## src/icl_regs_map.svh

```systemverilog
// Purpose: offsets, reset values and timing counts of the calibration bank
// Assumes: byte-wide indices on the control port, 16-bit data
// Notes:   values are fractions of the total times 65536
`ifndef ICL_REGS_MAP_SVH
`define ICL_REGS_MAP_SVH
`define ICL_OFF_VA_MIN   8'h0b
`define ICL_OFF_VA_MAX   8'h0c
`define ICL_OFF_VA_DEF   8'h0d
`define ICL_OFF_VS_MIN   8'h0e
`define ICL_OFF_VS_MAX   8'h0f
`define ICL_OFF_VS_DEF   8'h10
`define ICL_OFF_TICK     8'h11
`define ICL_OFF_PIX      8'h12
`define ICL_OFF_LINE     8'h13
`define ICL_OFF_MAN_HA   8'h14
`define ICL_OFF_MAN_VA   8'h15
`define ICL_RST_VA_MIN   16'h8000
`define ICL_RST_VA_MAX   16'hfd71
`define ICL_RST_VA_DEF   16'hf99a
`define ICL_RST_VS_MIN   16'h051f
`define ICL_RST_VS_MAX   16'h7fff
`define ICL_RST_VS_DEF   16'h0666
`define ICL_RST_TICK     8'h00
`define ICL_RST_PIX      16'h0000
`define ICL_RST_LINE     16'h0000
`define ICL_RST_MAN_HA   16'hd99a
`define ICL_RST_MAN_VA   16'hf99a
`define ICL_TICK_DIV     20'hc0000
`define ICL_TICK_LAST    20'hbffff
`define ICL_DIV_ZERO     20'h00000
`define ICL_DIV_ONE      20'h00001
`define ICL_ZERO16       16'h0000
`endif

```

## src/icl_pkg.sv

```systemverilog
// Purpose: shared types of the calibration limit bank
// Assumes: nothing beyond the map header
// Notes:   types only; numbers live in the map header
package icl_pkg;
	typedef logic [15:0] icl_frac_t;
	typedef logic [7:0]  icl_addr_t;
	typedef enum logic [2:0] {
		ICL_IDLE  = 3'b001,
		ICL_CHECK = 3'b010,
		ICL_DONE  = 3'b100
	} icl_state_t;
endpackage : icl_pkg

```

## src/icl_limit_if.sv

```systemverilog
// Purpose: carries limit window and sample between top and checker
// Assumes: one clock domain
// Notes:   purely combinational carrier
`timescale 1ns/1ps
`default_nettype none
interface icl_limit_if;
	import icl_pkg::*;
	icl_frac_t lo;
	icl_frac_t hi;
	icl_frac_t dflt;
	icl_frac_t sample;
	logic      valid;
	icl_frac_t result;
	modport top (output lo, output hi, output dflt, output sample,
		output valid, input result);
	modport chk (input lo, input hi, input dflt, input sample,
		input valid, output result);
endinterface : icl_limit_if
`default_nettype wire

```

## src/icl_calib_regs.sv

```systemverilog
// Purpose: input calibration limit and default register bank
// Assumes: control port gives index, write strobe, read strobe
// Notes:   one measurement set is screened per request, both vertical windows at once
//          measured inputs must hold from request until done
//          the counter divider is fixed, so a wrap takes many minutes
//
// Operation
// vertical active below minimum uses default; minimum resets 32768
// vertical active above maximum uses default; maximum resets 64881
// no valid vertical set uses default active 63898
// vertical start below minimum uses default; minimum resets 1311
// vertical start above maximum uses default; maximum resets 32767
// no valid set or out of range start uses default 1638
// readable 8-bit counter ticks at oscillator over 786432
// pixel width fraction register, 16 bits, scaled by 65536
// line height fraction register, 16 bits, resets zero
// manual select uses manual horizontal active, resets 55706
// manual vertical active replaces measured value, resets 63898
// all vertical values are unsigned 16-bit fractions times 65536
// coarse counter wraps from 255 to zero and keeps running
`include "icl_regs_map.svh"
`timescale 1ns/1ps
`default_nettype none
module icl_calib_regs
	import icl_pkg::*;
(
	input  wire logic       clk,
	input  wire logic       rst_n,
	input  wire logic       osc_ref,
	input  wire icl_addr_t  reg_addr,
	input  wire icl_frac_t  reg_wdata,
	input  wire logic       reg_wr,
	input  wire logic       reg_rd,
	output var  icl_frac_t  reg_rdata,
	input  wire logic       manual_calibration_select,
	input  wire logic       meas_req,
	input  wire logic       meas_valid,
	input  wire icl_frac_t  meas_vertical_active,
	input  wire icl_frac_t  meas_vertical_start,
	input  wire icl_frac_t  meas_horizontal_active,
	output var  icl_frac_t  vertical_active_size,
	output var  icl_frac_t  vertical_start_position,
	output var  icl_frac_t  horizontal_active_size,
	output var  logic       result_done
);
	icl_frac_t  va_min_r, va_max_r, va_def_r;
	icl_frac_t  vs_min_r, vs_max_r, vs_def_r;
	icl_frac_t  pix_r, line_r, man_ha_r, man_va_r;
	logic [7:0] tick_r;
	logic [19:0] div_r;
	logic       osc_s1_r, osc_s2_r, osc_s3_r;
	logic       osc_rise;
	icl_state_t st_r;
	icl_frac_t  va_chk, vs_chk;
	icl_frac_t  rdata_nxt;
	logic       tick_fire, in_check;

	// one carrier and one screen per vertical quantity
	icl_limit_if lim_va ();
	icl_limit_if lim_vs ();

	icl_limit_check u_va (.lim(lim_va));
	icl_limit_check u_vs (.lim(lim_vs));

	// screen active size against its window
	// limits are inclusive: a value equal to a bound is kept
	assign lim_va.lo     = va_min_r;
	assign lim_va.hi     = va_max_r;
	assign lim_va.dflt   = va_def_r;
	assign lim_va.sample = meas_vertical_active;
	assign lim_va.valid  = meas_valid;
	assign va_chk        = lim_va.result;

	// screen start position against its window
	// start is screened in manual mode too, nothing replaces it
	assign lim_vs.lo     = vs_min_r;
	assign lim_vs.hi     = vs_max_r;
	assign lim_vs.dflt   = vs_def_r;
	assign lim_vs.sample = meas_vertical_start;
	assign lim_vs.valid  = meas_valid;
	assign vs_chk        = lim_vs.result;

	// index decode shared by every register write
	function automatic logic hit(input icl_addr_t a, input icl_addr_t o);
		hit = (a == o);
	endfunction : hit

	// smallest active size the screen keeps
	always_ff @(posedge clk or negedge rst_n) begin
		if (!rst_n) begin
			va_min_r <= `ICL_RST_VA_MIN;
		end else if (reg_wr && hit(reg_addr, `ICL_OFF_VA_MIN)) begin
			va_min_r <= reg_wdata;
		end
	end

	// largest active size the screen keeps
	always_ff @(posedge clk or negedge rst_n) begin
		if (!rst_n) begin
			va_max_r <= `ICL_RST_VA_MAX;
		end else if (reg_wr && hit(reg_addr, `ICL_OFF_VA_MAX)) begin
			va_max_r <= reg_wdata;
		end
	end

	// active size used when the screen rejects
	always_ff @(posedge clk or negedge rst_n) begin
		if (!rst_n) begin
			va_def_r <= `ICL_RST_VA_DEF;
		end else if (reg_wr && hit(reg_addr, `ICL_OFF_VA_DEF)) begin
			va_def_r <= reg_wdata;
		end
	end

	// smallest start position the screen keeps
	always_ff @(posedge clk or negedge rst_n) begin
		if (!rst_n) begin
			vs_min_r <= `ICL_RST_VS_MIN;
		end else if (reg_wr && hit(reg_addr, `ICL_OFF_VS_MIN)) begin
			vs_min_r <= reg_wdata;
		end
	end

	// largest start position the screen keeps
	always_ff @(posedge clk or negedge rst_n) begin
		if (!rst_n) begin
			vs_max_r <= `ICL_RST_VS_MAX;
		end else if (reg_wr && hit(reg_addr, `ICL_OFF_VS_MAX)) begin
			vs_max_r <= reg_wdata;
		end
	end

	// start position used when the screen rejects
	always_ff @(posedge clk or negedge rst_n) begin
		if (!rst_n) begin
			vs_def_r <= `ICL_RST_VS_DEF;
		end else if (reg_wr && hit(reg_addr, `ICL_OFF_VS_DEF)) begin
			vs_def_r <= reg_wdata;
		end
	end

	// pixel width fraction; plain storage for the host
	always_ff @(posedge clk or negedge rst_n) begin
		if (!rst_n) begin
			pix_r <= `ICL_RST_PIX;
		end else if (reg_wr && hit(reg_addr, `ICL_OFF_PIX)) begin
			pix_r <= reg_wdata;
		end
	end

	// line height fraction; plain storage for the host
	always_ff @(posedge clk or negedge rst_n) begin
		if (!rst_n) begin
			line_r <= `ICL_RST_LINE;
		end else if (reg_wr && hit(reg_addr, `ICL_OFF_LINE)) begin
			line_r <= reg_wdata;
		end
	end

	// manual horizontal active size
	always_ff @(posedge clk or negedge rst_n) begin
		if (!rst_n) begin
			man_ha_r <= `ICL_RST_MAN_HA;
		end else if (reg_wr && hit(reg_addr, `ICL_OFF_MAN_HA)) begin
			man_ha_r <= reg_wdata;
		end
	end

	// manual vertical active size
	always_ff @(posedge clk or negedge rst_n) begin
		if (!rst_n) begin
			man_va_r <= `ICL_RST_MAN_VA;
		end else if (reg_wr && hit(reg_addr, `ICL_OFF_MAN_VA)) begin
			man_va_r <= reg_wdata;
		end
	end

	// oscillator arrives from outside: two flops before any use
	// only the edge detector reads the third flop
	always_ff @(posedge clk or negedge rst_n) begin
		if (!rst_n) begin
			osc_s1_r <= 1'b0;
			osc_s2_r <= 1'b0;
			osc_s3_r <= 1'b0;
		end else begin
			osc_s1_r <= osc_ref;
			osc_s2_r <= osc_s1_r;
			osc_s3_r <= osc_s2_r;
		end
	end
	assign osc_rise = osc_s2_r & ~osc_s3_r;

	// last oscillator edge of a divider period
	assign tick_fire = osc_rise && (div_r == `ICL_TICK_LAST);

	// divide oscillator edges; oscillator must stay below clk/2
	// a counter write leaves the divider phase alone
	always_ff @(posedge clk or negedge rst_n) begin
		if (!rst_n) begin
			div_r <= `ICL_DIV_ZERO;
		end else if (osc_rise) begin
			div_r <= tick_fire ? `ICL_DIV_ZERO
				: div_r + `ICL_DIV_ONE;
		end
	end

	// coarse counter; a write presets it, the tick still wins
	always_ff @(posedge clk or negedge rst_n) begin
		if (!rst_n) begin
			tick_r <= `ICL_RST_TICK;
		end else if (tick_fire) begin
			tick_r <= tick_r + 8'h01;
		end else if (reg_wr && hit(reg_addr, `ICL_OFF_TICK)) begin
			tick_r <= reg_wdata[7:0];
		end
	end

	// read selection; unmapped indices read zero
	always_comb begin
		rdata_nxt = `ICL_ZERO16;
		case (reg_addr)
			`ICL_OFF_VA_MIN: rdata_nxt = va_min_r;
			`ICL_OFF_VA_MAX: rdata_nxt = va_max_r;
			`ICL_OFF_VA_DEF: rdata_nxt = va_def_r;
			`ICL_OFF_VS_MIN: rdata_nxt = vs_min_r;
			`ICL_OFF_VS_MAX: rdata_nxt = vs_max_r;
			`ICL_OFF_VS_DEF: rdata_nxt = vs_def_r;
			`ICL_OFF_TICK:   rdata_nxt = {8'h00, tick_r};
			`ICL_OFF_PIX:    rdata_nxt = pix_r;
			`ICL_OFF_LINE:   rdata_nxt = line_r;
			`ICL_OFF_MAN_HA: rdata_nxt = man_ha_r;
			`ICL_OFF_MAN_VA: rdata_nxt = man_va_r;
			default:         rdata_nxt = `ICL_ZERO16;
		endcase
	end

	// read data register; it holds between reads
	always_ff @(posedge clk or negedge rst_n) begin
		if (!rst_n) begin
			reg_rdata <= `ICL_ZERO16;
		end else if (reg_rd) begin
			reg_rdata <= rdata_nxt;
		end
	end

	// request sequencer: one cycle to latch the screened values
	always_ff @(posedge clk or negedge rst_n) begin
		if (!rst_n) begin
			st_r <= ICL_IDLE;
		end else begin
			case (st_r)
				ICL_IDLE:  st_r <= meas_req ? ICL_CHECK : ICL_IDLE;
				ICL_CHECK: st_r <= ICL_DONE;
				ICL_DONE:  st_r <= ICL_IDLE;
				default:   st_r <= ICL_IDLE;
			endcase
		end
	end

	// the one state in which screened values are latched
	assign in_check = (st_r == ICL_CHECK);

	// active size result; manual mode bypasses the window
	always_ff @(posedge clk or negedge rst_n) begin
		if (!rst_n) begin
			vertical_active_size <= `ICL_RST_VA_DEF;
		end else if (in_check) begin
			if (manual_calibration_select) begin
				vertical_active_size <= man_va_r;
			end else begin
				vertical_active_size <= va_chk;
			end
		end
	end

	// horizontal result passes unscreened unless manual
	always_ff @(posedge clk or negedge rst_n) begin
		if (!rst_n) begin
			horizontal_active_size <= `ICL_RST_MAN_HA;
		end else if (in_check) begin
			if (manual_calibration_select) begin
				horizontal_active_size <= man_ha_r;
			end else begin
				horizontal_active_size <= meas_horizontal_active;
			end
		end
	end

	// start result; measured inputs must hold until here
	always_ff @(posedge clk or negedge rst_n) begin
		if (!rst_n) begin
			vertical_start_position <= `ICL_RST_VS_DEF;
		end else if (in_check) begin
			vertical_start_position <= vs_chk;
		end
	end

	// done pulse lands with the results it announces
	always_ff @(posedge clk or negedge rst_n) begin
		if (!rst_n) begin
			result_done <= 1'b0;
		end else begin
			result_done <= in_check;
		end
	end
endmodule : icl_calib_regs
`default_nettype wire

```

## src/icl_limit_check.sv

```systemverilog
// Purpose: choose measured value or default by the limit window
// Assumes: unsigned fractions, inclusive limits
// Notes:   combinational; the top registers its result
`timescale 1ns/1ps
`default_nettype none
module icl_limit_check (
	icl_limit_if.chk lim
);
	import icl_pkg::*;
	// out of window or no valid set: default wins
	always_comb begin
		if (!lim.valid || lim.sample < lim.lo || lim.sample > lim.hi) begin
			lim.result = lim.dflt;
		end else begin
			lim.result = lim.sample;
		end
	end
endmodule : icl_limit_check
`default_nettype wire

```

## config.mk

```make
export PLATFORM = sky130hd
export DESIGN_NAME = icl_calib_regs
export DESIGN_NICKNAME = d
export VERILOG_FILES = /design/src/icl_pkg.sv /design/src/icl_limit_if.sv /design/src/icl_calib_regs.sv /design/src/icl_limit_check.sv
export VERILOG_INCLUDE_DIRS = /design/src /design/src/src
export SDC_FILE = /design/constraint.sdc
export NUM_CORES = 1
export LEC_CHECK = 0
export BUFFER_PORTS_ARGS = -buffer_cell sky130_fd_sc_hd__buf_4
export CAP_MARGIN = 20
export CORE_MARGIN = 2
export CORE_UTILIZATION = 50
export CTS_CLUSTER_DIAMETER = 30
export CTS_CLUSTER_SIZE = 10
export DETAILED_ROUTE_END_ITERATION = 10
export HOLD_SLACK_MARGIN = 0.08
export PLACE_DENSITY = 0.69
export SYNTH_ARGS = -nofsm -noshare
export SYNTH_HDL_FRONTEND = slang
export SYNTH_SLANG_ARGS = --single-unit
```

## constraint.sdc

```tcl
create_clock -name clk -period 3.2 [get_ports clk]
set_input_delay 0.8 -clock clk [delete_from_list [all_inputs] [get_ports clk]]
set_output_delay 0.8 -clock clk [all_outputs]
set_load 0.05 [all_outputs]
```

### Word level (Yosys, flattened, before mapping)

Cells that the tools add are included.

* flip-flop bits (word level): 259
* input bits: 80
* output and inout port bits: 65
* logic and storage cells: 71

* add/sub/neg operators: 2
* order comparisons: 4
* equality and inequality tests: 14
* mux-type cells: 10
* bitwise logic cells: 2
* reductions and logical operators: 18

Operators with widths (count)
* 16-bit case mux with 11 select lines: 1
* 16-bit 2-to-1 mux: 4
* 8-bit by 5-bit == test with 1-bit output, second input constant: 6
* 8-bit by 4-bit == test with 1-bit output, second input constant: 5
* 16-bit > comparator: 2
* 16-bit less-than comparator: 2
* 20-bit by 1-bit adder with 20-bit output, second input constant: 1
* 20-bit == test, second input constant: 1
* 20-bit 2-to-1 mux: 1
* 8-bit 2-to-1 mux: 2
* 1-bit logical AND: 12
* 8-bit by 1-bit adder with 8-bit output, second input constant: 1
* 3-bit case mux with 2 select lines: 1
* 1-bit logical OR: 4
* 3-bit by 1-bit == test with 1-bit output, second input constant: 1
* 3-bit by 2-bit == test with 1-bit output, second input constant: 1
* 2-bit 2-to-1 mux: 1
* 2-bit nonzero test: 1
* 1-bit bitwise AND: 1
* 1-bit zero test: 1
* 1-bit inverter: 1

### Longest topological paths before layout

Gate-level depths: netlist (run 1).

* depth after elaboration: 5
* gate-level depth with buffers: 11
* gate-level depth less buffers: 8

### By module

From an unflattened synthesis (run 1), not the netlist that was laid out.

* cells, all modules: 1222
* area, all modules: 14147.3 µm²

Modules (own cells, without submodules)
* icl_calib_regs: times used 1, cells an instance 971, area each 12051.6 µm², seq. area each 6600.1 µm²
* icl_limit_check (u_va): times used 1, cells an instance 125, area each 1064.8 µm², seq. area each 0.0 µm²
* icl_limit_check (u_vs): times used 1, cells an instance 126, area each 1031.0 µm², seq. area each 0.0 µm²

### Worst setup path after synthesis (run 1)

OpenSTA, ideal clock, no wires.

* path kind: input to register
* start: input meas_vertical_start[5]
* end: register vertical_start_position[10]
* setup time: 0.077 ns
* arrival: 2.489 ns
* data required time: 3.123 ns
* path slack: 0.634 ns
* cell stages on the path: 8
* path buffers: 1
* cell sequence: ha_1 > a21o_1 > a21oi_1 > nor2b_1 > o31ai_1 > buf_2 > nand4_1 > a31oi_1

* longest elaborated chain between the ends: 4
* elaborated cells between the ends (all ways): 5
* classes of those cells: 2 x order compare; 1 x mux; 2 x reduce/logical

Ends and longest elaborated chain
* start: declaration: RTL line icl_calib_regs.sv:39 `input wire icl_frac_t meas_vertical_start,`
* 16-bit less-than comparator: RTL line icl_limit_check.sv:12 `if (!lim.valid || lim.sample < lim.lo || lim.sample > lim.hi) begin`
* 1-bit logical OR: RTL line icl_limit_check.sv:12
* 1-bit logical OR *: RTL line icl_limit_check.sv:12
* 16-bit 2-to-1 mux *: RTL line icl_limit_check.sv:12
* end signal: assignment: RTL line icl_calib_regs.sv:292 `` vertical_start_position <= `ICL_RST_VS_DEF; ``
* end signal: assignment: RTL line icl_calib_regs.sv:294 `vertical_start_position <= vs_chk;`
* end: declaration: RTL line icl_calib_regs.sv:42 `output var icl_frac_t vertical_start_position,`

Mark *: on every way between the ends. The rest lies on a longest branch, timed or not.
A chain may end at the register's enable or synchronous reset.

### Worst setup path in the final report (run 1)

* start: register va_max_r[11], in the netlist lim_va.hi[11]
* end: register vertical_active_size[0]

* longest elaborated chain between the ends: 4

Ends and longest elaborated chain
* start: declaration: RTL line icl_calib_regs.sv:46 `icl_frac_t va_min_r, va_max_r, va_def_r;`
* start signal: assignment: RTL line icl_calib_regs.sv:100 `` va_max_r <= `ICL_RST_VA_MAX; ``
* start signal: assignment: RTL line icl_calib_regs.sv:102 `va_max_r <= reg_wdata;`
* 16-bit > comparator: RTL line icl_limit_check.sv:12
* 1-bit logical OR: RTL line icl_limit_check.sv:12
* 16-bit 2-to-1 mux: RTL line icl_limit_check.sv:12
* 16-bit 2-to-1 mux: RTL line icl_calib_regs.sv:268 `if (manual_calibration_select) begin`
* end signal: assignment: RTL line icl_calib_regs.sv:266 `` vertical_active_size <= `ICL_RST_VA_DEF; ``
* end signal: assignment: RTL line icl_calib_regs.sv:269 `vertical_active_size <= man_va_r;`
* end signal: assignment: RTL line icl_calib_regs.sv:271 `vertical_active_size <= va_chk;`
* end: declaration: RTL line icl_calib_regs.sv:41 `output var icl_frac_t vertical_active_size,`

Every way passes these cells.

==> impl_metrics.prom, run 1 <==
# TYPE chip_impl_metric gauge
chip_impl_metric{name="worst_slew_pin_slew",unit="ns"} 0.834
chip_impl_metric{name="postSynthAreaPerCell",unit="sq um"} 10.4
chip_impl_metric{name="overall_track_demand_over_capacity_in_global_routing",unit="%"} 29.2
chip_impl_metric{name="ys_seq_elements",unit=""} 259
chip_impl_metric{name="report.final.hold_viol_count",unit=""} 0
chip_impl_metric{name="detail_placement_hpwl",unit="um"} 30400
chip_impl_metric{name="post-route-min-period",unit="ns"} 2.76
chip_impl_metric{name="power",unit="mW"} 13.3
chip_impl_metric{name="post-route-drc-count",unit=""} 0
chip_impl_info{name="tritoncts",value="yes"} 1
chip_impl_metric{name="setup-tns-final",unit="ns"} 0
chip_impl_metric{name="gp_congestion",unit=""} 0.942
chip_impl_metric{name="htree_levels",unit=""} 2
chip_impl_metric{name="finalSetupViolations",unit=""} 0
chip_impl_metric{name="cts.clk_slew.worst_paths",unit="ns"} 0.05
chip_impl_metric{name="net-switching-power",unit="mW"} 4.39
chip_impl_info{name="path_class",value="reg2reg"} 1
chip_impl_info{name="synthFlopType",value="sky130_fd_sc_hd__dfrtp_1"} 1
chip_impl_metric{name="grt_pass1_wl",unit="um"} 66200
chip_impl_info{name="critical_path.top_delay_family",value="simple AND/OR/NAND/NOR gates"} 1
chip_impl_metric{name="grt_start_max_net_pins",unit=""} 66
chip_impl_metric{name="yosys_warnings",unit=""} 0
chip_impl_info{name="rsz0062_at_grt",value="no"} 1
chip_impl_metric{name="power.sequential.fraction",unit="%"} 32.1
chip_impl_info{name="worst_hold_path_type",value="in2async"} 1
chip_impl_metric{name="final_core_util",unit="%"} 63.7
chip_impl_metric{name="critPathRequiredTime",unit="ns"} 3.60
chip_impl_info{name="ctsRootBufferMaster",value="sky130_fd_sc_hd__clkbuf_16"} 1
chip_impl_metric{name="dr.first_iter.drc_count",unit=""} 1007
chip_impl_metric{name="die-width",unit="um"} 172
chip_impl_metric{name="wl_per_cell",unit="um"} 21.9
chip_impl_metric{name="final-max-slew-violation-count",unit=""} 0
chip_impl_metric{name="comb_power_share",unit="%"} 22.7
chip_impl_metric{name="internal-power",unit="mW"} 8.92
chip_impl_metric{name="syn_to_final_growth",unit="%"} 25.7
chip_impl_metric{name="post_cts_hold_buffer_count",unit=""} 0
chip_impl_metric{name="cts.path.max_buffers",unit=""} 3
chip_impl_metric{name="vias",unit=""} 11671
chip_impl_metric{name="critPathMaxFanout",unit=""} 16
chip_impl_metric{name="die_h",unit="um"} 172
chip_impl_metric{name="syn_area",unit="sq um"} 14000
chip_impl_info{name="cp_cell_sequence",value="inv_1, ha_1, nand4_1, nor4_1, nor3_1, o31ai_2, and3_1, a211oi_1"} 1
chip_impl_metric{name="postSynth.asyncResetShare",unit="%"} 100
chip_impl_metric{name="synth_sequential_area_ratio",unit="%"} 47.0
chip_impl_metric{name="final.period_utilization",unit="%"} 86.1
chip_impl_metric{name="number_of_enable_flip_flop_cells_after_synthesis",unit=""} 0
chip_impl_metric{name="core_region_area",unit="sq um"} 27700
chip_impl_metric{name="detail_route.first_pass.iterations",unit=""} 6
chip_impl_metric{name="antenna-diode-count",unit=""} 0
chip_impl_metric{name="grt_overflow",unit=""} 0
chip_impl_metric{name="maxCapViolCount",unit=""} 0
chip_impl_metric{name="core.rowCount",unit=""} 61
chip_impl_metric{name="relSlewSlack",unit="%"} 44.4
chip_impl_metric{name="grt_antenna_before_repair",unit=""} 0
chip_impl_metric{name="port_buffers",unit=""} 144
chip_impl_metric{name="peakVddDrop",unit="mV"} 0.577
chip_impl_info{name="end_kind",value="flip-flop"} 1
chip_impl_metric{name="final.setup_skew",unit="ns"} 0.0152
chip_impl_metric{name="drive_gt1_share",unit="%"} 35.3
chip_impl_metric{name="timing.critical_path.buf_inv",unit=""} 1
chip_impl_metric{name="synth_cells",unit=""} 1351
chip_impl_metric{name="setup_bufs_post_cts",unit=""} 0
chip_impl_metric{name="clock_sinks",unit=""} 259
chip_impl_metric{name="power_density",unit="nW/um^2"} 754
chip_impl_metric{name="postRouteAntennaNets",unit=""} 0
chip_impl_metric{name="clk_latency",unit="ns"} 0.57
chip_impl_metric{name="design.die.area",unit="sq um"} 29500
chip_impl_metric{name="nets",unit=""} 1649
chip_impl_metric{name="post_cts_resized",unit=""} 0
chip_impl_metric{name="design.portCount",unit=""} 145
chip_impl_info{name="outcome",value="complete, no violations"} 1
chip_impl_info{name="critical-path-slowest-cell",value="sky130_fd_sc_hd__and3_1"} 1
chip_impl_info{name="yosys-top-cells-area",value="sky130_fd_sc_hd__dfrtp_1 29%, sky130_fd_sc_hd__dfstp_2 18%, sky130_fd_sc_hd__mux2_2 9.4%, sky130_fd_sc_hd__ha_1 5.7%, sky130_fd_sc_hd__o21ai_0 3.6%"} 1
chip_impl_metric{name="detail_route.vias_per_cell",unit=""} 6.03
chip_impl_metric{name="count_of_different_cell_masters_after_synthesis",unit=""} 73
chip_impl_metric{name="cpPeakStageDelay",unit="ns"} 0.74
chip_impl_metric{name="leakagePower",unit="nW"} 8.01
chip_impl_metric{name="synth_fp_nets",unit=""} 1495
chip_impl_metric{name="total_routed_wirelength",unit="um"} 42400
chip_impl_metric{name="crit_arrival",unit="ns"} 3.15
chip_impl_metric{name="cts-buffers-inserted",unit=""} 59
chip_impl_metric{name="switching_share",unit="%"} 33.0
chip_impl_info{name="post-synth-top-area-cell",value="sky130_fd_sc_hd__dfrtp_1"} 1
chip_impl_info{name="start_kind",value="flip-flop"} 1
chip_impl_metric{name="grt_pass1_vias",unit=""} 11679
chip_impl_metric{name="timing.fmax",unit="GHz"} 0.363
chip_impl_info{name="layout_common_cells",value="186 x sky130_fd_sc_hd__buf_4, 164 x sky130_fd_sc_hd__dfrtp_1, 117 x sky130_fd_sc_hd__mux2_2, 110 x sky130_fd_sc_hd__nand2_1, 101 x sky130_fd_sc_hd__o21ai_0"} 1
chip_impl_metric{name="synth_top_cell_area_share",unit="%"} 29.2
chip_impl_metric{name="hold_ws",unit="ns"} 0.152
chip_impl_metric{name="clk_network_pwr_share",unit="%"} 45.2
chip_impl_info{name="most_common_cell_after_layout_fill_and_taps_aside",value="sky130_fd_sc_hd__buf_4"} 1
chip_impl_metric{name="starting_density_of_the_core",unit="%"} 50.7
==> power by group through the flow <==
stage                     clock, mW  sequential (mW)  combinational (mW)
after floorplan                   0             5.31               0.975
after global placement            0             4.30                2.98
after detailed placement          0             4.30                3.04
after CTS                      6.08             4.27                3.04
after global routing           6.26             4.32                3.26
final                          6.01             4.27                3.03
==> through the flow <==
stage / setup WS (ns) / area, sq um / instances
2_1_floorplan: 0.634 / 14000 / 1351
3_3_place_gp: 0.162 / 15600 / 1822
3_5_place_dp: 0.0820 / 15600 / 1822
4_1_cts: 0.423 / 17700 / 1934
5_1_grt: 0.224 / 17700 / 1934
6_report: 0.443 / 17700 / 1934
==> worst paths after layout <==
kind                                                            end  depth (start not counted)  slack [ns]                       from
worst min-delay path                          result_done$_DFF_PN0_                          1        0.15                      rst_n
max in group asynchronous                lim_va.dflt[4]$_DFFE_PN1P_                          2        2.25                      rst_n
min in group clk                                 osc_s1_r$_DFF_PN0_                          1        0.35                    osc_ref
worst max-delay path            vertical_active_size[0]$_DFFE_PN0P_                          8        0.44  lim_va.hi[11]$_DFFE_PN1P_
worst max register to register  vertical_active_size[0]$_DFFE_PN0P_                          8        0.44  lim_va.hi[11]$_DFFE_PN1P_
worst min register to register                   osc_s2_r$_DFF_PN0_                          0        0.35         osc_s1_r$_DFF_PN0_
==> synthesized netlist by cell type, types with 17 or more instances <==
| master | number |
|---|---|
| sky130_fd_sc_hd__dfrtp_1 | 164 |
| sky130_fd_sc_hd__mux2_2 | 117 |
| sky130_fd_sc_hd__nand2_1 | 111 |
| sky130_fd_sc_hd__o21ai_0 | 101 |
| sky130_fd_sc_hd__dfstp_2 | 95 |
| sky130_fd_sc_hd__inv_1 | 73 |
| sky130_fd_sc_hd__ha_1 | 64 |
| sky130_fd_sc_hd__clkbuf_1 | 58 |
| sky130_fd_sc_hd__nor2_1 | 55 |
| sky130_fd_sc_hd__a21oi_1 | 41 |
| sky130_fd_sc_hd__a31oi_1 | 39 |
| sky130_fd_sc_hd__buf_2 | 33 |
| sky130_fd_sc_hd__nor3_1 | 33 |
| sky130_fd_sc_hd__nand4_1 | 32 |
| sky130_fd_sc_hd__nand3_1 | 30 |
| sky130_fd_sc_hd__mux2i_1 | 29 |
| sky130_fd_sc_hd__or3_1 | 19 |
| sky130_fd_sc_hd__a22oi_1 | 17 |
| sky130_fd_sc_hd__o31ai_1 | 17 |
==> cells by family (layout without fill, tap and decap cells) <==
family / Yosys count / count (layout) / synth area share, %
DFF: 259 / 259 / 47.0
xor gates and xnor gates: 13 / 13 / 0.811
AOI/OAI and AO/OA: 333 / 333 / 16.0
and+or+nand+nor: 355 / 355 / 13.1
buffers and inverters: 175 / 380 / 5.18
adders and majority gates: 64 / 64 / 5.70
muxes: 152 / 152 / 12.2
==> flip-flops by register name (all words and copies together) (netlist names), 3 cells and up <==
name	flops
line_r	16
lim_va.dflt	16
reg_rdata	16
vertical_start_position	16
horizontal_active_size	16
tick_r	8
lim_va.hi	16
st_r	3
pix_r	16
div_r	20
man_ha_r	16
man_va_r	16
lim_vs.hi	16
lim_vs.lo	16
vertical_active_size	16
lim_vs.dflt	16
lim_va.lo	16
==> per-layer routing <==
metal | routed length (um) | up-vias | track usage (%)
met5 | 0 | - | 0
met4 | 1250 | 0 | 10.2
met3 | 3490 | 88 | 6.56
met2 | 18700 | 549 | 44.4
met1 | 19000 | 5729 | 41.2
li1 | - | 5305 | -
==> cell type report <==
| type | instances | area [sq um] |
|---|---|---|
| repair buffers | 193 | 1530 |
| clock buffers | 75 | 1660 |
| well taps | 378 | 473 |
| fillers | 2284 | 10000 |
| inverters | 75 | 282 |
| multi-input cells | 917 | 6730 |
| clock inverters | 37 | 382 |
| flip-flops and latches | 259 | 6600 |
Power figures use the tool's default switching activity.
==> run 2, diff against run 1 <==
CORE_MARGIN = default   (was 2)
GPL_ROUTABILITY_DRIVEN = 0   (was default)
SYNTH_HIERARCHICAL = 1   (was default)
==> run 2 against run 1 <==
Against the previous run: register-to-register slack worse by 0.10 ns; first-iteration DRC count down 19%; clock-buffer cell count up 9; largest power group unchanged; clock power up 8.3%; synthesized area up 0.71%; synthesized cell count down 9.5%; die area down 1.6%.
==> impl_metrics.prom, run 2 <==
# TYPE chip_impl_metric gauge
chip_impl_metric{name="clock_sinks",unit=""} 259
chip_impl_info{name="crit-reg2reg-launch",value="lim_va.lo[15]$_DFFE_PN1P_"} 1
chip_impl_info{name="ctsRootBufferMaster",value="sky130_fd_sc_hd__clkbuf_16"} 1
chip_impl_metric{name="yosys_warnings",unit=""} 6
chip_impl_info{name="cp_cell_sequence",value="inv_1, ha_1, nand4_1, or3_1, o32ai_1, or4_4, nand4_4, buf_4, mux2_4, mux2i_1, a21oi_1"} 1
chip_impl_info{name="critical_path.top_delay_family",value="simple AND/OR/NAND/NOR gates"} 1
chip_impl_metric{name="synth_top_cell_area_share",unit="%"} 29.0
chip_impl_metric{name="antenna-diode-count",unit=""} 0
chip_impl_metric{name="power.sequential.fraction",unit="%"} 31.2
chip_impl_metric{name="setup_bufs_post_cts",unit=""} 0
chip_impl_metric{name="net-switching-power",unit="mW"} 4.36
chip_impl_metric{name="detail_placement_hpwl",unit="um"} 29200
chip_impl_metric{name="synth_cells",unit=""} 1222
chip_impl_info{name="worst_setup_path_startpoint",value="lim_va.lo[15]$_DFFE_PN1P_"} 1
chip_impl_info{name="synthMostInstantiatedCell",value="sky130_fd_sc_hd__mux2_2"} 1
chip_impl_metric{name="post-route-min-period",unit="ns"} 2.86
chip_impl_metric{name="grt_antenna_before_repair",unit=""} 0
chip_impl_metric{name="internal-power",unit="mW"} 9.25
chip_impl_metric{name="detail_route.vias_per_cell",unit=""} 5.85
chip_impl_metric{name="synth_compound_area_share",unit="%"} 10.3
chip_impl_metric{name="port_buffers",unit=""} 144
chip_impl_info{name="largest_family_of_logic_cells_by_synthesized_area",value="multiplexers"} 1
chip_impl_metric{name="postRouteAntennaNets",unit=""} 0
chip_impl_metric{name="switching_share",unit="%"} 32.0
chip_impl_metric{name="syn_to_final_growth",unit="%"} 27.2
chip_impl_info{name="end_kind",value="flip-flop"} 1
chip_impl_metric{name="design.die.area",unit="sq um"} 29000
chip_impl_metric{name="comb_power_share",unit="%"} 21.0
chip_impl_metric{name="synth_sequential_area_ratio",unit="%"} 46.7
chip_impl_metric{name="timing.critical_path.buf_inv",unit=""} 2
chip_impl_metric{name="number_of_enable_flip_flop_cells_after_synthesis",unit=""} 0
chip_impl_metric{name="filler_cell_count",unit=""} 2169
chip_impl_metric{name="relSlewSlack",unit="%"} 54.1
chip_impl_info{name="start_kind",value="flip-flop"} 1
chip_impl_info{name="synthTopCellsByCount",value="188 x sky130_fd_sc_hd__mux2_2, 164 x sky130_fd_sc_hd__dfrtp_1, 95 x sky130_fd_sc_hd__dfstp_2"} 1
chip_impl_metric{name="core.rowCount",unit=""} 61
chip_impl_metric{name="count_of_different_cell_masters_after_synthesis",unit=""} 81
chip_impl_metric{name="report.final.hold_viol_count",unit=""} 0
chip_impl_metric{name="crit_arrival",unit="ns"} 3.28
chip_impl_metric{name="core_region_area",unit="sq um"} 27800
chip_impl_metric{name="vias",unit=""} 10709
chip_impl_info{name="post-synth-top-area-cell",value="sky130_fd_sc_hd__dfrtp_1"} 1
chip_impl_metric{name="starting_density_of_the_core",unit="%"} 50.9
chip_impl_metric{name="ys_seq_elements",unit=""} 259
chip_impl_info{name="rsz0062_at_grt",value="no"} 1
chip_impl_metric{name="post-route-worst-setup-slack",unit="ns"} 0.340
chip_impl_metric{name="drive_gt1_share",unit="%"} 43.6
chip_impl_metric{name="grt_overflow",unit=""} 0
chip_impl_info{name="critical-path-slowest-cell",value="sky130_fd_sc_hd__dfstp_2"} 1
chip_impl_metric{name="post_synth_mux_area_share",unit="%"} 22.2
chip_impl_metric{name="grt_pass1_vias",unit=""} 11220
chip_impl_metric{name="clk_latency",unit="ns"} 0.56
chip_impl_metric{name="power_density",unit="nW/um^2"} 757
chip_impl_info{name="r2r-end",value="vertical_active_size[10]$_DFFE_PN0P_"} 1
chip_impl_info{name="worst_hold_path_type",value="in2async"} 1
chip_impl_info{name="outcome",value="complete, no violations"} 1
chip_impl_info{name="max_flop_register",value="div_r"} 1
chip_impl_metric{name="synth_fp_nets",unit=""} 1366
chip_impl_metric{name="worstRegToRegCells",unit=""} 11
chip_impl_metric{name="total_routed_wirelength",unit="um"} 41000
chip_impl_info{name="path_class",value="reg2reg"} 1
chip_impl_metric{name="postSynth.asyncResetShare",unit="%"} 100
chip_impl_metric{name="cts.path.max_buffers",unit=""} 3
chip_impl_metric{name="die-width",unit="um"} 170
chip_impl_metric{name="synth_simple_gate_area_share",unit="%"} 9.85
chip_impl_metric{name="setup-tns-final",unit="ns"} 0
chip_impl_metric{name="dr.first_iter.drc_count",unit=""} 813
chip_impl_metric{name="adder_cell_area_share_of_the_yosys_netlist",unit="%"} 5.66
chip_impl_metric{name="wl_per_cell",unit="um"} 22.4
chip_impl_info{name="tritoncts",value="yes"} 1
chip_impl_metric{name="nets",unit=""} 1546
chip_impl_metric{name="maxCapViolCount",unit=""} 0
chip_impl_metric{name="final.period_utilization",unit="%"} 89.4
chip_impl_info{name="endpoint_of_the_worst_setup_timing_path",value="vertical_active_size[10]$_DFFE_PN0P_"} 1
chip_impl_metric{name="final-max-slew-violation-count",unit=""} 0
chip_impl_metric{name="grt_pass1_wl",unit="um"} 63400
chip_impl_metric{name="die_h",unit="um"} 170
chip_impl_metric{name="seqCellArea",unit="sq um"} 6600
chip_impl_metric{name="postSynthAreaPerCell",unit="sq um"} 11.6
chip_impl_info{name="most_common_cell_after_layout_fill_and_taps_aside",value="sky130_fd_sc_hd__mux2_2"} 1
chip_impl_metric{name="overall_track_demand_over_capacity_in_global_routing",unit="%"} 29.0
chip_impl_metric{name="detail_route.first_pass.iterations",unit=""} 5
chip_impl_metric{name="grt_start_max_net_pins",unit=""} 82
chip_impl_metric{name="htree_levels",unit=""} 3
chip_impl_info{name="layout_common_cells",value="188 x sky130_fd_sc_hd__mux2_2, 180 x sky130_fd_sc_hd__buf_4, 164 x sky130_fd_sc_hd__dfrtp_1, 95 x sky130_fd_sc_hd__dfstp_2, 75 x sky130_fd_sc_hd__nor2_1"} 1
chip_impl_metric{name="r2r_setup_slack",unit="ns"} 0.34
chip_impl_metric{name="cts.clk_slew.worst_paths",unit="ns"} 0.04
chip_impl_metric{name="path_depth",unit=""} 11
chip_impl_metric{name="syn_area",unit="sq um"} 14100
chip_impl_metric{name="critPathMaxFanout",unit=""} 6
chip_impl_metric{name="instances_no_fill",unit=""} 1832
chip_impl_info{name="synthFlopType",value="sky130_fd_sc_hd__dfrtp_1"} 1
chip_impl_metric{name="numPlacedInstances",unit=""} 1712
chip_impl_metric{name="critPathRequiredTime",unit="ns"} 3.62
chip_impl_metric{name="largest_register_ffs",unit=""} 20
chip_impl_metric{name="final.setup_skew",unit="ns"} 0.0259
chip_impl_metric{name="post_synth_xor_area_fraction",unit="%"} 0.929
chip_impl_metric{name="timing.fmax",unit="GHz"} 0.350
chip_impl_metric{name="leakagePower",unit="nW"} 8.17
chip_impl_metric{name="multi_input_comb_area",unit="sq um"} 6920
chip_impl_metric{name="peakVddDrop",unit="mV"} 0.584
chip_impl_metric{name="worst_slew_pin_slew",unit="ns"} 0.689
chip_impl_metric{name="dpl_worst_slack",unit="ns"} 0.0558
chip_impl_metric{name="post-route-drc-count",unit=""} 0
chip_impl_info{name="yosys-top-cells-area",value="sky130_fd_sc_hd__dfrtp_1 29%, sky130_fd_sc_hd__dfstp_2 18%, sky130_fd_sc_hd__mux2_2 15%, sky130_fd_sc_hd__ha_1 5.7%, sky130_fd_sc_hd__mux2i_1 3.9%"} 1
chip_impl_metric{name="post_cts_hold_buffer_count",unit=""} 0
chip_impl_metric{name="finalSetupViolations",unit=""} 0
chip_impl_metric{name="final_core_util",unit="%"} 64.8
chip_impl_metric{name="cpPeakStageDelay",unit="ns"} 0.55
chip_impl_metric{name="clk_network_pwr_share",unit="%"} 47.8
chip_impl_metric{name="design.portCount",unit=""} 145
chip_impl_metric{name="post_cts_resized",unit=""} 0
chip_impl_metric{name="cts-buffers-inserted",unit=""} 66
run 2: area by class of cell:
cell class,count,area share (%)
repair buffers,187,8.26
well taps,378,2.63
inverters,72,1.50
clock inverters,36,2.38
clock buffers,84,10.1
multi-input cells,816,38.5
flip-flops and latches,259,36.7
run 2: stage by stage:
stage	hold slack [ns]	area (sq um)	total power, mW
2_1_floorplan	0.331	14100	6.16
3_3_place_gp	0.340	15800	7.09
3_5_place_dp	0.340	15800	7.15
4_1_cts	0.292	18000	13.7
5_1_grt	0.308	18000	14.1
6_report	0.273	18000	13.6
run 2: worst min path at each step:
stage                        from                               endpoint  cells past startpoint
6_report                    rst_n  horizontal_active_size[2]$_DFFE_PN0P_                      1
5_1_grt                     rst_n  horizontal_active_size[0]$_DFFE_PN0P_                      1
2_1_floorplan  osc_s1_r$_DFF_PN0_                     osc_s2_r$_DFF_PN0_                      0
4_1_cts                     rst_n                man_va_r[6]$_DFFE_PN0P_                      1
3_5_place_dp   osc_s1_r$_DFF_PN0_                     osc_s2_r$_DFF_PN0_                      0
3_3_place_gp   osc_s1_r$_DFF_PN0_                     osc_s2_r$_DFF_PN0_                      0
run 2: per-layer routing:
layer / part of all wire, % / vias up / wire length (um) / GRT usage (%)
met1: 39 / 5324 / 16200 / 35.1
met4: 4.3 / 0 / 1770 / 14.8
met2: 50 / 408 / 20500 / 49.2
met5: 0 / - / 0 / 0
met3: 6.5 / 101 / 2650 / 5.79
li1: - / 4876 / - / -
run 2: power groups by stage:
| stage | Combinational (mW) | Clock (mW) | Sequential (mW) |
|---|---|---|---|
| 2_1_floorplan | 0.856 | 0 | 5.30 |
| 3_3_place_gp | 2.82 | 0 | 4.27 |
| 3_5_place_dp | 2.86 | 0 | 4.29 |
| 4_1_cts | 2.88 | 6.58 | 4.25 |
| 5_1_grt | 3.04 | 6.79 | 4.30 |
| 6_report | 2.86 | 6.51 | 4.24 |
run 2: cell families after synthesis:
family,count (synthesis)
multiplexers,274
adder cells (fa/ha/maj),64
AO/OA/AOI/OAI,209
buffers and inverters,147
flip-flops,259
AND/OR/NAND/NOR,254
XOR/XNOR,15
==> run 3, diff against run 2 <==
ABC_AREA = 1   (was default)
==> run 3 against run 2 <==
Against the previous run: die area grew 1.9%; sequential power down 2%; cell area up 0.22%; critical endpoint is now vertical_active_size[8]$_DFFE_PN1P_.
==> impl_metrics.prom, run 3 <==
# TYPE chip_impl_metric gauge
chip_impl_info{name="outcome",value="complete, no violations"} 1
chip_impl_info{name="synthTopCellsByCount",value="588 x sky130_fd_sc_hd__nand2_1, 233 x sky130_fd_sc_hd__o21ai_0, 184 x sky130_fd_sc_hd__inv_1, 184 x sky130_fd_sc_hd__nand3_1, 164 x sky130_fd_sc_hd__dfrtp_1"} 1
chip_impl_metric{name="count_of_different_cell_masters_after_synthesis",unit=""} 34
chip_impl_metric{name="dpl_worst_slack",unit="ns"} 0.438
chip_impl_info{name="max_flop_register",value="div_r"} 1
chip_impl_metric{name="final.setup_skew",unit="ns"} 0.0190
chip_impl_metric{name="total_routed_wirelength",unit="um"} 43700
chip_impl_metric{name="vias",unit=""} 13271
chip_impl_metric{name="clk_latency",unit="ns"} 0.55
chip_impl_metric{name="post_cts_resized",unit=""} 0
chip_impl_info{name="worst_setup_path_startpoint",value="lim_va.lo[15]$_DFFE_PN1P_"} 1
chip_impl_info{name="rsz0062_at_grt",value="no"} 1
chip_impl_metric{name="setup-tns-final",unit="ns"} 0
chip_impl_metric{name="starting_density_of_the_core",unit="%"} 51.3
chip_impl_metric{name="wl_per_cell",unit="um"} 17.7
chip_impl_metric{name="clock_sinks",unit=""} 259
chip_impl_info{name="ctsRootBufferMaster",value="sky130_fd_sc_hd__clkbuf_16"} 1
chip_impl_metric{name="maxCapViolCount",unit=""} 0
chip_impl_metric{name="port_buffers",unit=""} 144
chip_impl_metric{name="ys_seq_elements",unit=""} 259
chip_impl_metric{name="timing.critical_path.buf_inv",unit=""} 2
chip_impl_metric{name="dr.first_iter.drc_count",unit=""} 1262
chip_impl_metric{name="detail_route.first_pass.iterations",unit=""} 6
chip_impl_metric{name="critPathRequiredTime",unit="ns"} 3.66
chip_impl_metric{name="finalSetupViolations",unit=""} 0
chip_impl_metric{name="final.period_utilization",unit="%"} 78.2
chip_impl_info{name="layout_common_cells",value="588 x sky130_fd_sc_hd__nand2_1, 233 x sky130_fd_sc_hd__o21ai_0, 184 x sky130_fd_sc_hd__inv_1, 184 x sky130_fd_sc_hd__nand3_1, 166 x sky130_fd_sc_hd__buf_4"} 1
chip_impl_metric{name="antenna-diode-count",unit=""} 0
chip_impl_metric{name="drive_gt1_share",unit="%"} 20.4
chip_impl_metric{name="power",unit="mW"} 13.3
chip_impl_info{name="tritoncts",value="yes"} 1
chip_impl_metric{name="post-route-drc-count",unit=""} 0
chip_impl_metric{name="filler_cell_count",unit=""} 2473
chip_impl_metric{name="postRouteAntennaNets",unit=""} 0
chip_impl_metric{name="numPlacedInstances",unit=""} 2338
chip_impl_metric{name="final_core_util",unit="%"} 64.2
chip_impl_metric{name="synth_fp_nets",unit=""} 2030
chip_impl_metric{name="relSlewSlack",unit="%"} 41.0
chip_impl_info{name="worst_hold_path_type",value="in2async"} 1
chip_impl_metric{name="cts-buffers-inserted",unit=""} 66
chip_impl_info{name="end_kind",value="flip-flop"} 1
chip_impl_metric{name="number_of_enable_flip_flop_cells_after_synthesis",unit=""} 0
chip_impl_info{name="worst_path_most_repeated_cell",value="sky130_fd_sc_hd__nand2_1"} 1
chip_impl_info{name="cp_cell_sequence",value="inv_1, ha_1, nand2_1, inv_1, nand3_1, nor3_1, nand2_1, nand2_2, nand3_4, nand2_1, nand2_1, o21ai_0, o21ai_0"} 1
chip_impl_metric{name="design.portCount",unit=""} 145
chip_impl_metric{name="setup_bufs_post_cts",unit=""} 0
chip_impl_metric{name="grt_start_max_net_pins",unit=""} 99
chip_impl_metric{name="multi_input_comb_area",unit="sq um"} 6660
chip_impl_metric{name="seqCellArea",unit="sq um"} 6600
chip_impl_metric{name="stdcell_area",unit="sq um"} 18000
chip_impl_metric{name="final-max-slew-violation-count",unit=""} 0
chip_impl_metric{name="detail_placement_hpwl",unit="um"} 30400
chip_impl_metric{name="grt_overflow",unit=""} 0
chip_impl_metric{name="internal-power",unit="mW"} 9.23
chip_impl_metric{name="cpPeakStageDelay",unit="ns"} 0.54
chip_impl_info{name="critical-path-slowest-cell",value="sky130_fd_sc_hd__dfstp_2"} 1
chip_impl_metric{name="grt_pass1_wl",unit="um"} 69200
chip_impl_metric{name="postSynth.asyncResetShare",unit="%"} 100
chip_impl_metric{name="syn_area",unit="sq um"} 14400
chip_impl_metric{name="timing.fmax",unit="GHz"} 0.400
chip_impl_metric{name="cts.path.max_buffers",unit=""} 3
chip_impl_metric{name="nets",unit=""} 2172
chip_impl_metric{name="switching_share",unit="%"} 30.9
chip_impl_metric{name="post-route-worst-setup-slack",unit="ns"} 0.698
chip_impl_metric{name="die-width",unit="um"} 172
chip_impl_metric{name="worstRegToRegCells",unit=""} 13
chip_impl_info{name="synthFlopType",value="sky130_fd_sc_hd__dfrtp_1"} 1
chip_impl_metric{name="comb_power_share",unit="%"} 18.9
chip_impl_metric{name="clk_network_pwr_share",unit="%"} 50.0
chip_impl_metric{name="die_h",unit="um"} 172
chip_impl_metric{name="grt_antenna_before_repair",unit=""} 0
chip_impl_metric{name="critPathMaxFanout",unit=""} 17
chip_impl_metric{name="leakagePower",unit="nW"} 8.55
chip_impl_info{name="post-synth-top-area-cell",value="sky130_fd_sc_hd__dfrtp_1"} 1
chip_impl_metric{name="post-route-min-period",unit="ns"} 2.50
chip_impl_metric{name="crit_arrival",unit="ns"} 2.96
chip_impl_metric{name="synth_top_cell_area_share",unit="%"} 28.5
chip_impl_metric{name="hold_ws",unit="ns"} 0.316
chip_impl_metric{name="path_depth",unit=""} 13
chip_impl_metric{name="design.die.area",unit="sq um"} 29500
chip_impl_metric{name="instances_no_fill",unit=""} 2460
chip_impl_metric{name="overall_track_demand_over_capacity_in_global_routing",unit="%"} 30.7
chip_impl_metric{name="post_dp_cell_area",unit="sq um"} 15800
chip_impl_metric{name="net-switching-power",unit="mW"} 4.12
chip_impl_info{name="yosys-top-cells-area",value="sky130_fd_sc_hd__dfrtp_1 28%, sky130_fd_sc_hd__dfstp_2 17%, sky130_fd_sc_hd__nand2_1 15%, sky130_fd_sc_hd__o21ai_0 8.1%, sky130_fd_sc_hd__nand3_1 6.4%"} 1
chip_impl_metric{name="core.rowCount",unit=""} 61
chip_impl_metric{name="yosys_warnings",unit=""} 6
chip_impl_metric{name="power.sequential.fraction",unit="%"} 31.1
chip_impl_metric{name="core_region_area",unit="sq um"} 28100
chip_impl_metric{name="post_cts_hold_buffer_count",unit=""} 0
chip_impl_metric{name="synth_sequential_area_ratio",unit="%"} 45.8
chip_impl_metric{name="htree_levels",unit=""} 3
chip_impl_metric{name="syn_to_final_growth",unit="%"} 25.0
chip_impl_info{name="path_class",value="reg2reg"} 1
chip_impl_metric{name="power_density",unit="nW/um^2"} 740
chip_impl_info{name="crit-reg2reg-launch",value="lim_va.lo[15]$_DFFE_PN1P_"} 1
chip_impl_metric{name="detail_route.vias_per_cell",unit=""} 5.39
chip_impl_info{name="start_kind",value="flip-flop"} 1
chip_impl_metric{name="synth_cells",unit=""} 1886
chip_impl_info{name="synthMostInstantiatedCell",value="sky130_fd_sc_hd__nand2_1"} 1
chip_impl_metric{name="worst_slew_pin_slew",unit="ns"} 0.885
chip_impl_metric{name="cts.clk_slew.worst_paths",unit="ns"} 0.04
chip_impl_metric{name="largest_register_ffs",unit=""} 20
chip_impl_info{name="critical_path.top_delay_family",value="simple AND/OR/NAND/NOR gates"} 1
chip_impl_info{name="most_common_cell_after_layout_fill_and_taps_aside",value="sky130_fd_sc_hd__nand2_1"} 1
chip_impl_metric{name="peakVddDrop",unit="mV"} 0.522
chip_impl_metric{name="postSynthAreaPerCell",unit="sq um"} 7.65
chip_impl_metric{name="grt_pass1_vias",unit=""} 12784
chip_impl_metric{name="report.final.hold_viol_count",unit=""} 0
-- run 3: cell count changes in the layout (fill, tap and decap cells not counted), moves of 35 or more --
cell | previous run | this run
sky130_fd_sc_hd__nor2_1 | 75 | 110
sky130_fd_sc_hd__mux2_2 | 188 | 0
sky130_fd_sc_hd__nand3_1 | 32 | 184
sky130_fd_sc_hd__a21oi_1 | 73 | 34
sky130_fd_sc_hd__inv_1 | 72 | 184
sky130_fd_sc_hd__o21ai_0 | 19 | 233
sky130_fd_sc_hd__mux2i_1 | 55 | 0
sky130_fd_sc_hd__nand2_1 | 39 | 588
-- run 3: worst paths after layout --
path	endpoint	slack [ns]
setup / recovery	vertical_active_size[8]$_DFFE_PN1P_	0.70
hold / removal	horizontal_active_size[0]$_DFFE_PN0P_	0.32
setup reg to reg	vertical_active_size[8]$_DFFE_PN1P_	0.70
hold reg to reg	osc_s2_r$_DFF_PN0_	0.35
max in group asynchronous	vertical_start_position[5]$_DFFE_PN1P_	2.03
min in group clk	osc_s2_r$_DFF_PN0_	0.35
-- run 3: logic make-up (layout without fill, tap and decap cells) --
group                      after synthesis  after routing  synth area share (%)
buffers and inverters                  286            482                  8.06
adders and majority gates               64             64                  5.55
AOI/OAI and AO/OA                      286            286                  10.0
xor gates and xnor gates                10             10                 0.607
DFF                                    259            259                  45.8
and+or+nand+nor                        981            981                  30.0
-- run 3: worst register-to-register path, delay by kind of cell, from the launching register on --
kind / cells / cell delay, ns
AND/OR/NAND/NOR: 8 / 1.16
adder cells (fa/ha/maj): 1 / 0.29
buffers and inverters: 2 / 0.11
flip-flops: 1 / 0.54
AO/OA/AOI/OAI: 2 / 0.31
-- run 3: power by group through the flow --
| stage | clock (mW) | sequential, mW | combinational [mW] |
|---|---|---|---|
| finish | 6.67 | 4.15 | 2.53 |
| global placement | 0 | 4.18 | 2.49 |
| detailed placement | 0 | 4.18 | 2.53 |
| global route | 6.92 | 4.19 | 2.73 |
| floorplan | 0 | 5.06 | 0.740 |
| CTS | 6.73 | 4.15 | 2.54 |
-- run 3: area by class of cell --
class | instances | share of cell area (%)
Clock inverter | 36 | 2.54
Sequential cell | 259 | 36.6
Inverter | 189 | 3.94
Clock buffer | 86 | 9.92
Tap cell | 378 | 2.62
Timing Repair Buffer | 171 | 7.44
Multi-Input combinational cell | 1341 | 36.9
-- run 3: routing by layer --
layer | vias to the layer above | GRT usage, % | share of wire (%)
met5 | - | 0 | 0
met4 | 0 | 13.2 | 3.8
met3 | 106 | 5.36 | 6.2
met2 | 502 | 49.0 | 47
met1 | 6254 | 41.0 | 43
li1 | 6409 | - | -
